==> src/inc/hti_defs.vh <==
// Overview of operation
// - answer only bus address 0x70, write low
// - acknowledge each received byte after eighth clock
// - command is two bytes, each acknowledged
// - 0x7CA2, 0x5C24 measure with stretching
// - 0x7866, 0x58E0 measure without stretching, order
// - conversion starts at final command acknowledge
// - no-stretch measuring: headers not acknowledged
// - stretch measuring: ack read, hold clock low
// - read after measurement returns six bytes
// - master nack stops sending, release data
// - 0x805D resets state, reloads calibration
// - 0xEFC8 then read returns id and crc
// - id low six bits fixed product code
// - crc8 poly 0x31 init 0xFF no reflection
// - after power-up delay enter idle
// - return to idle when not busy
// - results are the raw 16-bit input words, sent unchanged; no compensation is applied
// - lines only driven low
// - start opens transfer, repeated start accepted
// - soft reset back to idle within 230 us
// - measurement completes within 14.4 ms
`ifndef HTI_DEFS_VH
`define HTI_DEFS_VH
`define HTI_ADDR 7'h70
`define HTI_CMD_MT_S 16'h7CA2
`define HTI_CMD_MH_S 16'h5C24
`define HTI_CMD_MT_N 16'h7866
`define HTI_CMD_MH_N 16'h58E0
`define HTI_CMD_RST 16'h805D
`define HTI_CMD_ID 16'hEFC8
`define HTI_CRC_POLY 8'h31
`define HTI_CRC_INIT 8'hFF
`define HTI_CLK_MHZ 20
`define HTI_TPU_US 239
`define HTI_TSR_US 230
`define HTI_TMEAS_US 14400
`define HTI_PROD_CODE 6'h07
`endif

==> src/hw/hti_sensor.v <==
`timescale 1ns/1ps
`default_nettype none
`include "hti_defs.vh"
module hti_sensor #(
  parameter PU_CYC = `HTI_TPU_US * `HTI_CLK_MHZ,
  parameter SR_CYC = `HTI_TSR_US * `HTI_CLK_MHZ,
  parameter MEAS_CYC = `HTI_TMEAS_US * `HTI_CLK_MHZ,
  parameter [9:0] ID_UPPER = 10'h000
) (
  input wire clk_sys,
  input wire reset,
  input wire clk_en,
  input wire scl_in,
  output wire scl_out,
  output wire scl_oe,
  input wire sda_in,
  output wire sda_out,
  output wire sda_oe,
  input wire [15:0] raw_humidity_word,
  input wire [15:0] raw_temperature_word,
  output wire idle,
  output wire measuring,
  output wire calib_reload
);
  // bus states
  localparam [2:0] S_IDLE = 3'd0;
  localparam [2:0] S_RX = 3'd1;
  localparam [2:0] S_RXACK = 3'd2;
  localparam [2:0] S_TX = 3'd3;
  localparam [2:0] S_TXACK = 3'd4;
  localparam [2:0] S_STRETCH = 3'd5;
  // core states
  localparam [1:0] C_PU = 2'd0;
  localparam [1:0] C_IDLE = 2'd1;
  localparam [1:0] C_MEAS = 2'd2;
  localparam [1:0] C_DONE = 2'd3;
  localparam integer CW = 20;

  function [7:0] crc_step;
    input [7:0] c;
    input [7:0] d;
    integer i;
    reg [7:0] r;
    begin
      r = c ^ d;
      for (i = 0; i < 8; i = i + 1)
        r = r[7] ? ((r << 1) ^ `HTI_CRC_POLY) : (r << 1);
      crc_step = r;
    end
  endfunction

  function [7:0] crc16;
    input [15:0] w;
    begin
      crc16 = crc_step(crc_step(`HTI_CRC_INIT, w[15:8]), w[7:0]);
    end
  endfunction

  // two-flop synchronisers for pins
  reg [1:0] scl_s_q, sda_s_q;
  reg scl_q, sda_q;
  always @(posedge clk_sys or posedge reset)
    if (reset)
    begin
      scl_s_q <= 2'b11;
      sda_s_q <= 2'b11;
      scl_q <= 1'b1;
      sda_q <= 1'b1;
    end
    else if (clk_en)
    begin
      scl_s_q <= {scl_s_q[0], scl_in};
      sda_s_q <= {sda_s_q[0], sda_in};
      scl_q <= scl_s_q[1];
      sda_q <= sda_s_q[1];
    end
  wire scl_r = scl_s_q[1] & ~scl_q;
  wire scl_f = ~scl_s_q[1] & scl_q;
  wire start_c = scl_s_q[1] & scl_q & sda_q & ~sda_s_q[1];
  wire stop_c = scl_s_q[1] & scl_q & ~sda_q & sda_s_q[1];

  reg [2:0] bs_q;
  reg [1:0] cs_q;
  reg [3:0] bit_q;
  reg [7:0] sh_q;
  reg [2:0] bidx_q;
  reg hdr_q, rd_q, mine_q, ack_q, sda_low_q, scl_low_q;
  reg [7:0] cmd_hi_q;
  reg stretch_q, hfirst_q, idmode_q, cal_q;
  reg [CW-1:0] tmr_q;
  reg [15:0] w1_q, w2_q;
  // two-entry output buffer
  reg [7:0] buf_q [0:1];
  reg [1:0] bcnt_q;
  reg bwr_q, brd_q;
  reg [2:0] fill_q;
  wire buf_in_ready = (bcnt_q != 2'd2);
  wire buf_out_valid = (bcnt_q != 2'd0);
  wire [2:0] nbytes = idmode_q ? 3'd3 : 3'd6;
  reg [7:0] fill_byte;
  reg buf_pop;

  always @*
  begin
    case (fill_q)
      3'd0: fill_byte = w1_q[15:8];
      3'd1: fill_byte = w1_q[7:0];
      3'd2: fill_byte = crc16(w1_q);
      3'd3: fill_byte = w2_q[15:8];
      3'd4: fill_byte = w2_q[7:0];
      default: fill_byte = crc16(w2_q);
    endcase
  end
  wire fill_valid = rd_q && (fill_q < nbytes) && (cs_q != C_MEAS);
  wire buf_push = fill_valid & buf_in_ready;

  // buffer fill and drain
  always @(posedge clk_sys or posedge reset)
    if (reset)
    begin
      bcnt_q <= 2'd0;
      bwr_q <= 1'b0;
      brd_q <= 1'b0;
      fill_q <= 3'd0;
      buf_q[0] <= 8'h00;
      buf_q[1] <= 8'h00;
    end
    else if (clk_en)
    begin
      if (!rd_q)
      begin
        // pointers realigned too, a cut read must not skew the next one
        bcnt_q <= 2'd0;
        fill_q <= 3'd0;
        bwr_q <= 1'b0;
        brd_q <= 1'b0;
      end
      else
      begin
        if (buf_push)
        begin
          buf_q[bwr_q] <= fill_byte;
          bwr_q <= ~bwr_q;
          fill_q <= fill_q + 3'd1;
        end
        if (buf_pop)
          brd_q <= ~brd_q;
        bcnt_q <= bcnt_q + {1'b0, buf_push} - {1'b0, buf_pop};
      end
    end

  // bus engine and measurement core
  always @(posedge clk_sys or posedge reset)
    if (reset)
    begin
      bs_q <= S_IDLE;
      cs_q <= C_PU;
      bit_q <= 4'd0;
      sh_q <= 8'h00;
      bidx_q <= 3'd0;
      hdr_q <= 1'b0;
      rd_q <= 1'b0;
      mine_q <= 1'b0;
      ack_q <= 1'b0;
      sda_low_q <= 1'b0;
      scl_low_q <= 1'b0;
      cmd_hi_q <= 8'h00;
      stretch_q <= 1'b0;
      hfirst_q <= 1'b0;
      idmode_q <= 1'b0;
      cal_q <= 1'b1;
      tmr_q <= PU_CYC[CW-1:0];
      w1_q <= 16'h0000;
      w2_q <= 16'h0000;
      buf_pop <= 1'b0;
    end
    else if (clk_en)
    begin
      buf_pop <= 1'b0;
      if (cs_q == C_PU || cs_q == C_MEAS)
      begin
        if (tmr_q <= 1)
        begin
          cal_q <= 1'b0;
          if (cs_q == C_PU)
            cs_q <= C_IDLE;
          else
          begin
            cs_q <= C_DONE;
            w1_q <= hfirst_q ? raw_humidity_word : raw_temperature_word;
            w2_q <= hfirst_q ? raw_temperature_word : raw_humidity_word;
          end
        end
        else
          tmr_q <= tmr_q - 1'b1;
      end
      if (start_c)
      begin
        bs_q <= S_RX;
        bit_q <= 4'd0;
        hdr_q <= 1'b1;
        rd_q <= 1'b0;
        sda_low_q <= 1'b0;
      end
      else if (stop_c)
      begin
        bs_q <= S_IDLE;
        rd_q <= 1'b0;
        sda_low_q <= 1'b0;
      end
      else
        case (bs_q)
          S_RX:
            if (scl_r)
            begin
              sh_q <= {sh_q[6:0], sda_q};
              bit_q <= bit_q + 4'd1;
            end
            else if (scl_f && bit_q == 4'd8)
            begin
              bs_q <= S_RXACK;
              ack_q <= 1'b0;
              if (hdr_q)
              begin
                mine_q <= (sh_q[7:1] == `HTI_ADDR) && cs_q != C_PU &&
                  !(cs_q == C_MEAS && (!stretch_q || !sh_q[0]));
                ack_q <= (sh_q[7:1] == `HTI_ADDR) && cs_q != C_PU &&
                  !(cs_q == C_MEAS && (!stretch_q || !sh_q[0]));
                bidx_q <= 3'd0;
              end
              else
                ack_q <= mine_q;
              sda_low_q <= hdr_q ? ((sh_q[7:1] == `HTI_ADDR) &&
                cs_q != C_PU && !(cs_q == C_MEAS &&
                (!stretch_q || !sh_q[0]))) : mine_q;
            end
          S_RXACK:
            if (scl_f)
            begin
              sda_low_q <= 1'b0;
              bit_q <= 4'd0;
              if (!ack_q)
                bs_q <= S_IDLE;
              else if (hdr_q)
              begin
                hdr_q <= 1'b0;
                if (sh_q[0])
                begin
                  rd_q <= 1'b1;
                  bs_q <= (cs_q == C_MEAS) ? S_STRETCH : S_TX;
                  scl_low_q <= 1'b1;
                end
                else
                  bs_q <= S_RX;
              end
              else if (bidx_q == 3'd0)
              begin
                cmd_hi_q <= sh_q;
                bidx_q <= 3'd1;
                bs_q <= S_RX;
              end
              else
              begin
                bs_q <= S_RX;
                bidx_q <= 3'd0;
                case ({cmd_hi_q, sh_q})
                  `HTI_CMD_MT_S, `HTI_CMD_MH_S,
                  `HTI_CMD_MT_N, `HTI_CMD_MH_N:
                  begin
                    cs_q <= C_MEAS;
                    tmr_q <= MEAS_CYC[CW-1:0];
                    idmode_q <= 1'b0;
                    stretch_q <= ({cmd_hi_q, sh_q} == `HTI_CMD_MT_S) ||
                      ({cmd_hi_q, sh_q} == `HTI_CMD_MH_S);
                    hfirst_q <= ({cmd_hi_q, sh_q} == `HTI_CMD_MH_S) ||
                      ({cmd_hi_q, sh_q} == `HTI_CMD_MH_N);
                  end
                  `HTI_CMD_RST:
                  begin
                    cs_q <= C_PU;
                    tmr_q <= SR_CYC[CW-1:0];
                    cal_q <= 1'b1;
                    idmode_q <= 1'b0;
                    stretch_q <= 1'b0;
                    bs_q <= S_IDLE;
                  end
                  `HTI_CMD_ID:
                  begin
                    idmode_q <= 1'b1;
                    w1_q <= {ID_UPPER, `HTI_PROD_CODE};
                    cs_q <= C_DONE;
                  end
                  default:
                    cs_q <= cs_q;
                endcase
              end
            end
          S_STRETCH:
            if (cs_q != C_MEAS && buf_out_valid)
              bs_q <= S_TX;
          S_TX:
            if (bit_q == 4'd0 && buf_out_valid && scl_low_q)
            begin
              sh_q <= buf_q[brd_q];
              buf_pop <= 1'b1;
              sda_low_q <= ~buf_q[brd_q][7];
              scl_low_q <= 1'b0;
              bit_q <= 4'd1;
            end
            else if (bit_q == 4'd0 && !scl_q && !buf_out_valid)
              scl_low_q <= 1'b1;
            else if (scl_f && bit_q != 4'd0)
            begin
              if (bit_q == 4'd8)
              begin
                sda_low_q <= 1'b0;
                bs_q <= S_TXACK;
              end
              else
              begin
                sh_q <= {sh_q[6:0], 1'b0};
                sda_low_q <= ~sh_q[6];
                bit_q <= bit_q + 4'd1;
              end
            end
          S_TXACK:
            if (scl_r && sda_q)
              bs_q <= S_IDLE;
            else if (scl_f)
            begin
              // ack seen: next byte starts only once the ack clock ends
              bit_q <= 4'd0;
              scl_low_q <= 1'b1;
              bs_q <= buf_out_valid ? S_TX : S_IDLE;
            end
          default:
            bs_q <= S_IDLE;
        endcase
      if (bs_q == S_IDLE || start_c || stop_c)
        scl_low_q <= 1'b0;
    end

  assign sda_out = 1'b0;
  assign sda_oe = sda_low_q;
  assign scl_out = 1'b0;
  assign scl_oe = scl_low_q && (bs_q == S_STRETCH || bs_q == S_TX);
  assign idle = (cs_q != C_PU) && (cs_q != C_MEAS) && (bs_q == S_IDLE);
  assign measuring = (cs_q == C_MEAS);
  assign calib_reload = cal_q;
endmodule
`default_nettype wire

==> config.mk <==
export PLATFORM = sky130hd
export DESIGN_NAME = hti_sensor
export DESIGN_NICKNAME = d
export VERILOG_FILES = /design/src/hw/hti_sensor.v
export VERILOG_INCLUDE_DIRS = /design/src /design/src/inc
export SDC_FILE = /design/constraint.sdc
export NUM_CORES = 1
export LEC_CHECK = 0
export BUFFER_PORTS_ARGS = -buffer_cell sky130_fd_sc_hd__buf_2
export CORE_MARGIN = 3
export CORE_UTILIZATION = 30
export DETAILED_ROUTE_END_ITERATION = 8
export PLACE_DENSITY = 0.53
export SYNTH_ARGS = -nofsm -noshare
export SYNTH_HDL_FRONTEND = slang
export SYNTH_SLANG_ARGS = --single-unit
==> constraint.sdc <==
create_clock -name clk_sys -period 4.6 [get_ports clk_sys]
set_input_delay 0.46 -clock clk_sys [delete_from_list [all_inputs] [get_ports clk_sys]]
set_output_delay 0.46 -clock clk_sys [all_outputs]
set_load 0.1 [all_outputs]
==> flow_summary.rst <==
.. list-table::
   :header-rows: 1

   * - Metric
     - Value
   * - Status
     - completed
   * - Biggest area contributors in the synthesized netlist
     - sky130_fd_sc_hd__dfrtp_1, sky130_fd_sc_hd__mux2_2, sky130_fd_sc_hd__mux2i_1
   * - Final wirelength
     - 20200 µm
   * - Cell Rows
     - 58
   * - Post-route DRC
     - 0
   * - Final WS setup
     - 1.45 ns
   * - Final setup TNS
     - 0 ns
   * - Async set-reset flop share out of synthesis
     - 1.00
   * - Die extent in y
     - 168 µm
   * - Post-Synth XOR/XNOR Area
     - 0.0989
   * - Most frequent cell after synthesis
     - sky130_fd_sc_hd__dfrtp_1
   * - Share of synthesized area spent on multiplexers
     - 0.118
   * - Placed wire-length estimate after detailed placement
     - 14700 µm
   * - Met3 wirelength from detailed routing
     - 773 µm
   * - Count of clock tree sinks
     - 117
   * - Fraction of final layout cells sized beyond drive strength 1
     - 0.188
   * - Maximum number of pins on one net before global-route repair
     - 63
   * - PD cells
     - 413 nW/µm²
   * - Number of DRC violations after detailed-routing iteration 0
     - 444
   * - Synth-to-Final Area Change
     - 14.1%
   * - Routability Congestion
     - 0.871
   * - Latest clock arrival within the worst-skew pair
     - 0.42 ns
   * - I/O pin count
     - 44
   * - Cell accounting for the most synthesized area
     - sky130_fd_sc_hd__dfrtp_1
   * - # diodes
     - 0
   * - Starting density of the core
     - 0.308
   * - Shortest period the worst path allows
     - 3.15 ns
   * - Final cycle utilization of the critical path
     - 0.686
   * - Count of cell types in the netlist
     - 75
   * - Detailed Routing Iterations Pass 1
     - 5
   * - Tightest Hold Check Type
     - in -> async
   * - CTS buffer count
     - 17
   * - Per-instance average area after synthesis
     - 9.58 µm²
   * - Number of cells on the worst reg-to-reg path
     - 5
   * - Overflow left after global routing
     - 0
   * - Fmax achieved
     - 0.317 GHz
   * - M1 wire length
     - 9710 µm
   * - Kind of start point of the critical path
     - flip-flop
   * - Critical Setup Path Class
     - reg -> reg
   * - Element type at the critical path end
     - flip-flop
   * - Vias in the first global route
     - 6089
   * - Setup repair after global routing missed its margin
     - no
   * - Simple-gate share of the synthesized area
     - 0.186
   * - Max capacitance violation total
     - 0
   * - Ratio of routed vias to standard cells
     - 5.27
   * - Setup Skew
     - 0.0112 ns
   * - Mean routed wirelength per cell
     - 17.0 µm
   * - VDD IR-drop max
     - 0.345 mV
   * - Number of filler cells placed in the layout
     - 2601
   * - Die Area
     - 28100 µm²
   * - Number of max-slew violations in the final report
     - 0
   * - TritonCTS clock tree
     - done
   * - Root buf cell
     - sky130_fd_sc_hd__clkbuf_16
   * - Data arrival time of the critical path
     - 3.41 ns
   * - Highest metal layer used by the detailed router
     - met4
   * - Post-DRT Antenna Nets
     - 0
   * - Hold-fix buffers, CTS
     - 0
   * - Max_slew headroom
     - 0.228
   * - Wire length of the first global-routing pass
     - 33300 µm
   * - EDFF count, synth
     - 0
   * - Placeable Area
     - 25400 µm²
   * - Max H-tree Level
     - 4
   * - Number of buffers between clock root and the deepest sink
     - 2
   * - Post-CTS Setup Repair Bufs
     - 0
   * - Gr usage total
     - 0.147
   * - Share of Yosys cell area claimed by the top area cell type
     - 0.332
   * - Number of synthesis warnings
     - 0
   * - Synth Instances
     - 818
   * - Clock slew seen by the registers of the worst setup and hold paths
     - 0.06 ns
   * - Startpoint of the worst-slack reg-to-reg timing path
     - tmr_q[4]
   * - Slew @ Worst Pin
     - 1.15 ns
   * - P_leak
     - 0.00370 µW
   * - Overall via count from detail_route
     - 6255
   * - Portion of the post-synthesis area used by sequential elements
     - 0.376
   * - Reg2reg end
     - w2_q[2]
   * - Input/output buffers
     - 41
   * - Post-layout nets
     - 893
   * - Combinational family with the most area after synthesis
     - simple AND/OR/NAND/NOR gates
   * - Number of setup violations in the final report
     - 0
   * - Die width
     - 168 µm
   * - Required @ worst endpoint
     - 4.85 ns
   * - Setup slack at placement
     - 1.43 ns
   * - Worst-case hold slack
     - 0.200 ns
   * - Leading post-synthesis cells by instance count
     - sky130_fd_sc_hd__dfrtp_1, sky130_fd_sc_hd__nand2_1, sky130_fd_sc_hd__o21ai_0
   * - Cell area after technology mapping
     - 7830 µm²
   * - Number of antenna violations at the first check in global routing
     - 0
   * - Fin. Hold Viols
     - 0
   * - Routed wl met2
     - 9490 µm
   * - Adder and majority cell fraction of the synthesized area
     - 0.0192
   * - Reg-to-reg slack, setup
     - 1.45 ns
   * - PostCTS Resize Cnt
     - 0
   * - Most used DFF post-synth
     - sky130_fd_sc_hd__dfrtp_1
   * - Complex-gate fraction of the synthesized area
     - 0.165
   * - Flip-flop and latch count after synthesis
     - 117
   * - Worst-path fanout max
     - 32
## final cells by class
cell class	count	area, µm²	share of cell area
Multi-Input combinational cell	634	4600	0.515
Sequential cell	117	2950	0.330
Clock buffer	19	433	0.0485
Tap cell	330	413	0.0462
Timing Repair Buffer	47	250	0.0280
Clock inverter	13	185	0.0207
Inverter	27	104	0.0116
## metrics by stage
| step | util | power (µW) | cells | area [µm²] |
|---|---|---|---|---|
| floorplan | - | 2060 | 819 | 7840 |
| detailed placement | 0.327 | 2280 | 1155 | 8320 |
| finish | 0.352 | 3690 | 1187 | 8930 |
| global placement | 0.327 | 2290 | 1155 | 8320 |
| CTS | 0.352 | 3710 | 1187 | 8930 |
| global route | 0.352 | 3900 | 1187 | 8930 |
## cell families after synthesis
logic type               after synthesis
AND/OR/NAND/NOR                      267
AO/OA/AOI/OAI                        202
flip-flops                           117
multiplexers                          87
buffers and inverters                 68
XOR/XNOR                              64
adder cells (fa/ha/maj)               12
other                                  1
## report_power, final
part / switching [µW] / internal [µW]
Clock: 500 / 905
Sequential: 249 / 1200
Combinational: 456 / 381
Total: 1210 / 2480
## placed cells by master, fill, tap and decap left out, types with 8 or more instances in the layout
cell	instances
sky130_fd_sc_hd__mux2_2	43
sky130_fd_sc_hd__nor2b_1	15
sky130_fd_sc_hd__a22o_1	10
sky130_fd_sc_hd__nand3_1	18
sky130_fd_sc_hd__a31oi_1	15
sky130_fd_sc_hd__dfstp_2	13
sky130_fd_sc_hd__a21oi_1	41
sky130_fd_sc_hd__nor3_1	16
sky130_fd_sc_hd__mux2i_1	44
sky130_fd_sc_hd__inv_1	26
sky130_fd_sc_hd__nor3b_1	8
sky130_fd_sc_hd__nand2b_1	10
sky130_fd_sc_hd__nor2_1	57
sky130_fd_sc_hd__buf_2	41
sky130_fd_sc_hd__xnor3_1	15
sky130_fd_sc_hd__nand2_1	78
sky130_fd_sc_hd__xnor2_1	39
sky130_fd_sc_hd__o21ai_0	70
sky130_fd_sc_hd__xor2_1	9
sky130_fd_sc_hd__clkbuf_16	17
sky130_fd_sc_hd__ha_1	12
sky130_fd_sc_hd__o21a_1	8
sky130_fd_sc_hd__dfrtp_1	103
## critical path, cell delays in order (launching register included)
cell and delay [ns]:
sky130_fd_sc_hd__dfrtp_1 0.42, sky130_fd_sc_hd__or4_4 0.59, sky130_fd_sc_hd__nor3_1 0.65, sky130_fd_sc_hd__nand3_1 0.93, sky130_fd_sc_hd__nand2_1 0.29, sky130_fd_sc_hd__o21ai_0 0.11
## metal layers
layer | GRT usage | vias to the layer above
met2 | 0.234 | 134
li1 | - | 3033
met1 | 0.206 | 3069
met4 | 0.0391 | 0
met5 | 0 | -
met3 | 0.0283 | 19
## registers in the layout, indices dropped and copies added, names as in the netlist, 3 cells and up
signal,cells
tmr_q,20
buf_q,16
w1_q,16
w2_q,16
cmd_hi_q,8
sh_q,8
bit_q,4
bs_q,3
fill_q,3
## worst max path at each step
| stage | to | cells past startpoint | from | slack (ns) |
|---|---|---|---|---|
| floorplan | ack_q | 1 | reset | 1.06 |
| global placement | w1_q[5] | 5 | tmr_q[4] | 1.60 |
| detailed placement | w1_q[7] | 5 | tmr_q[4] | 1.43 |
| CTS | w1_q[3] | 5 | tmr_q[4] | 1.46 |
| global route | w2_q[3] | 5 | tmr_q[4] | 1.05 |
| finish | w2_q[2] | 5 | tmr_q[4] | 1.45 |
Power figures use the tool's default switching activity.
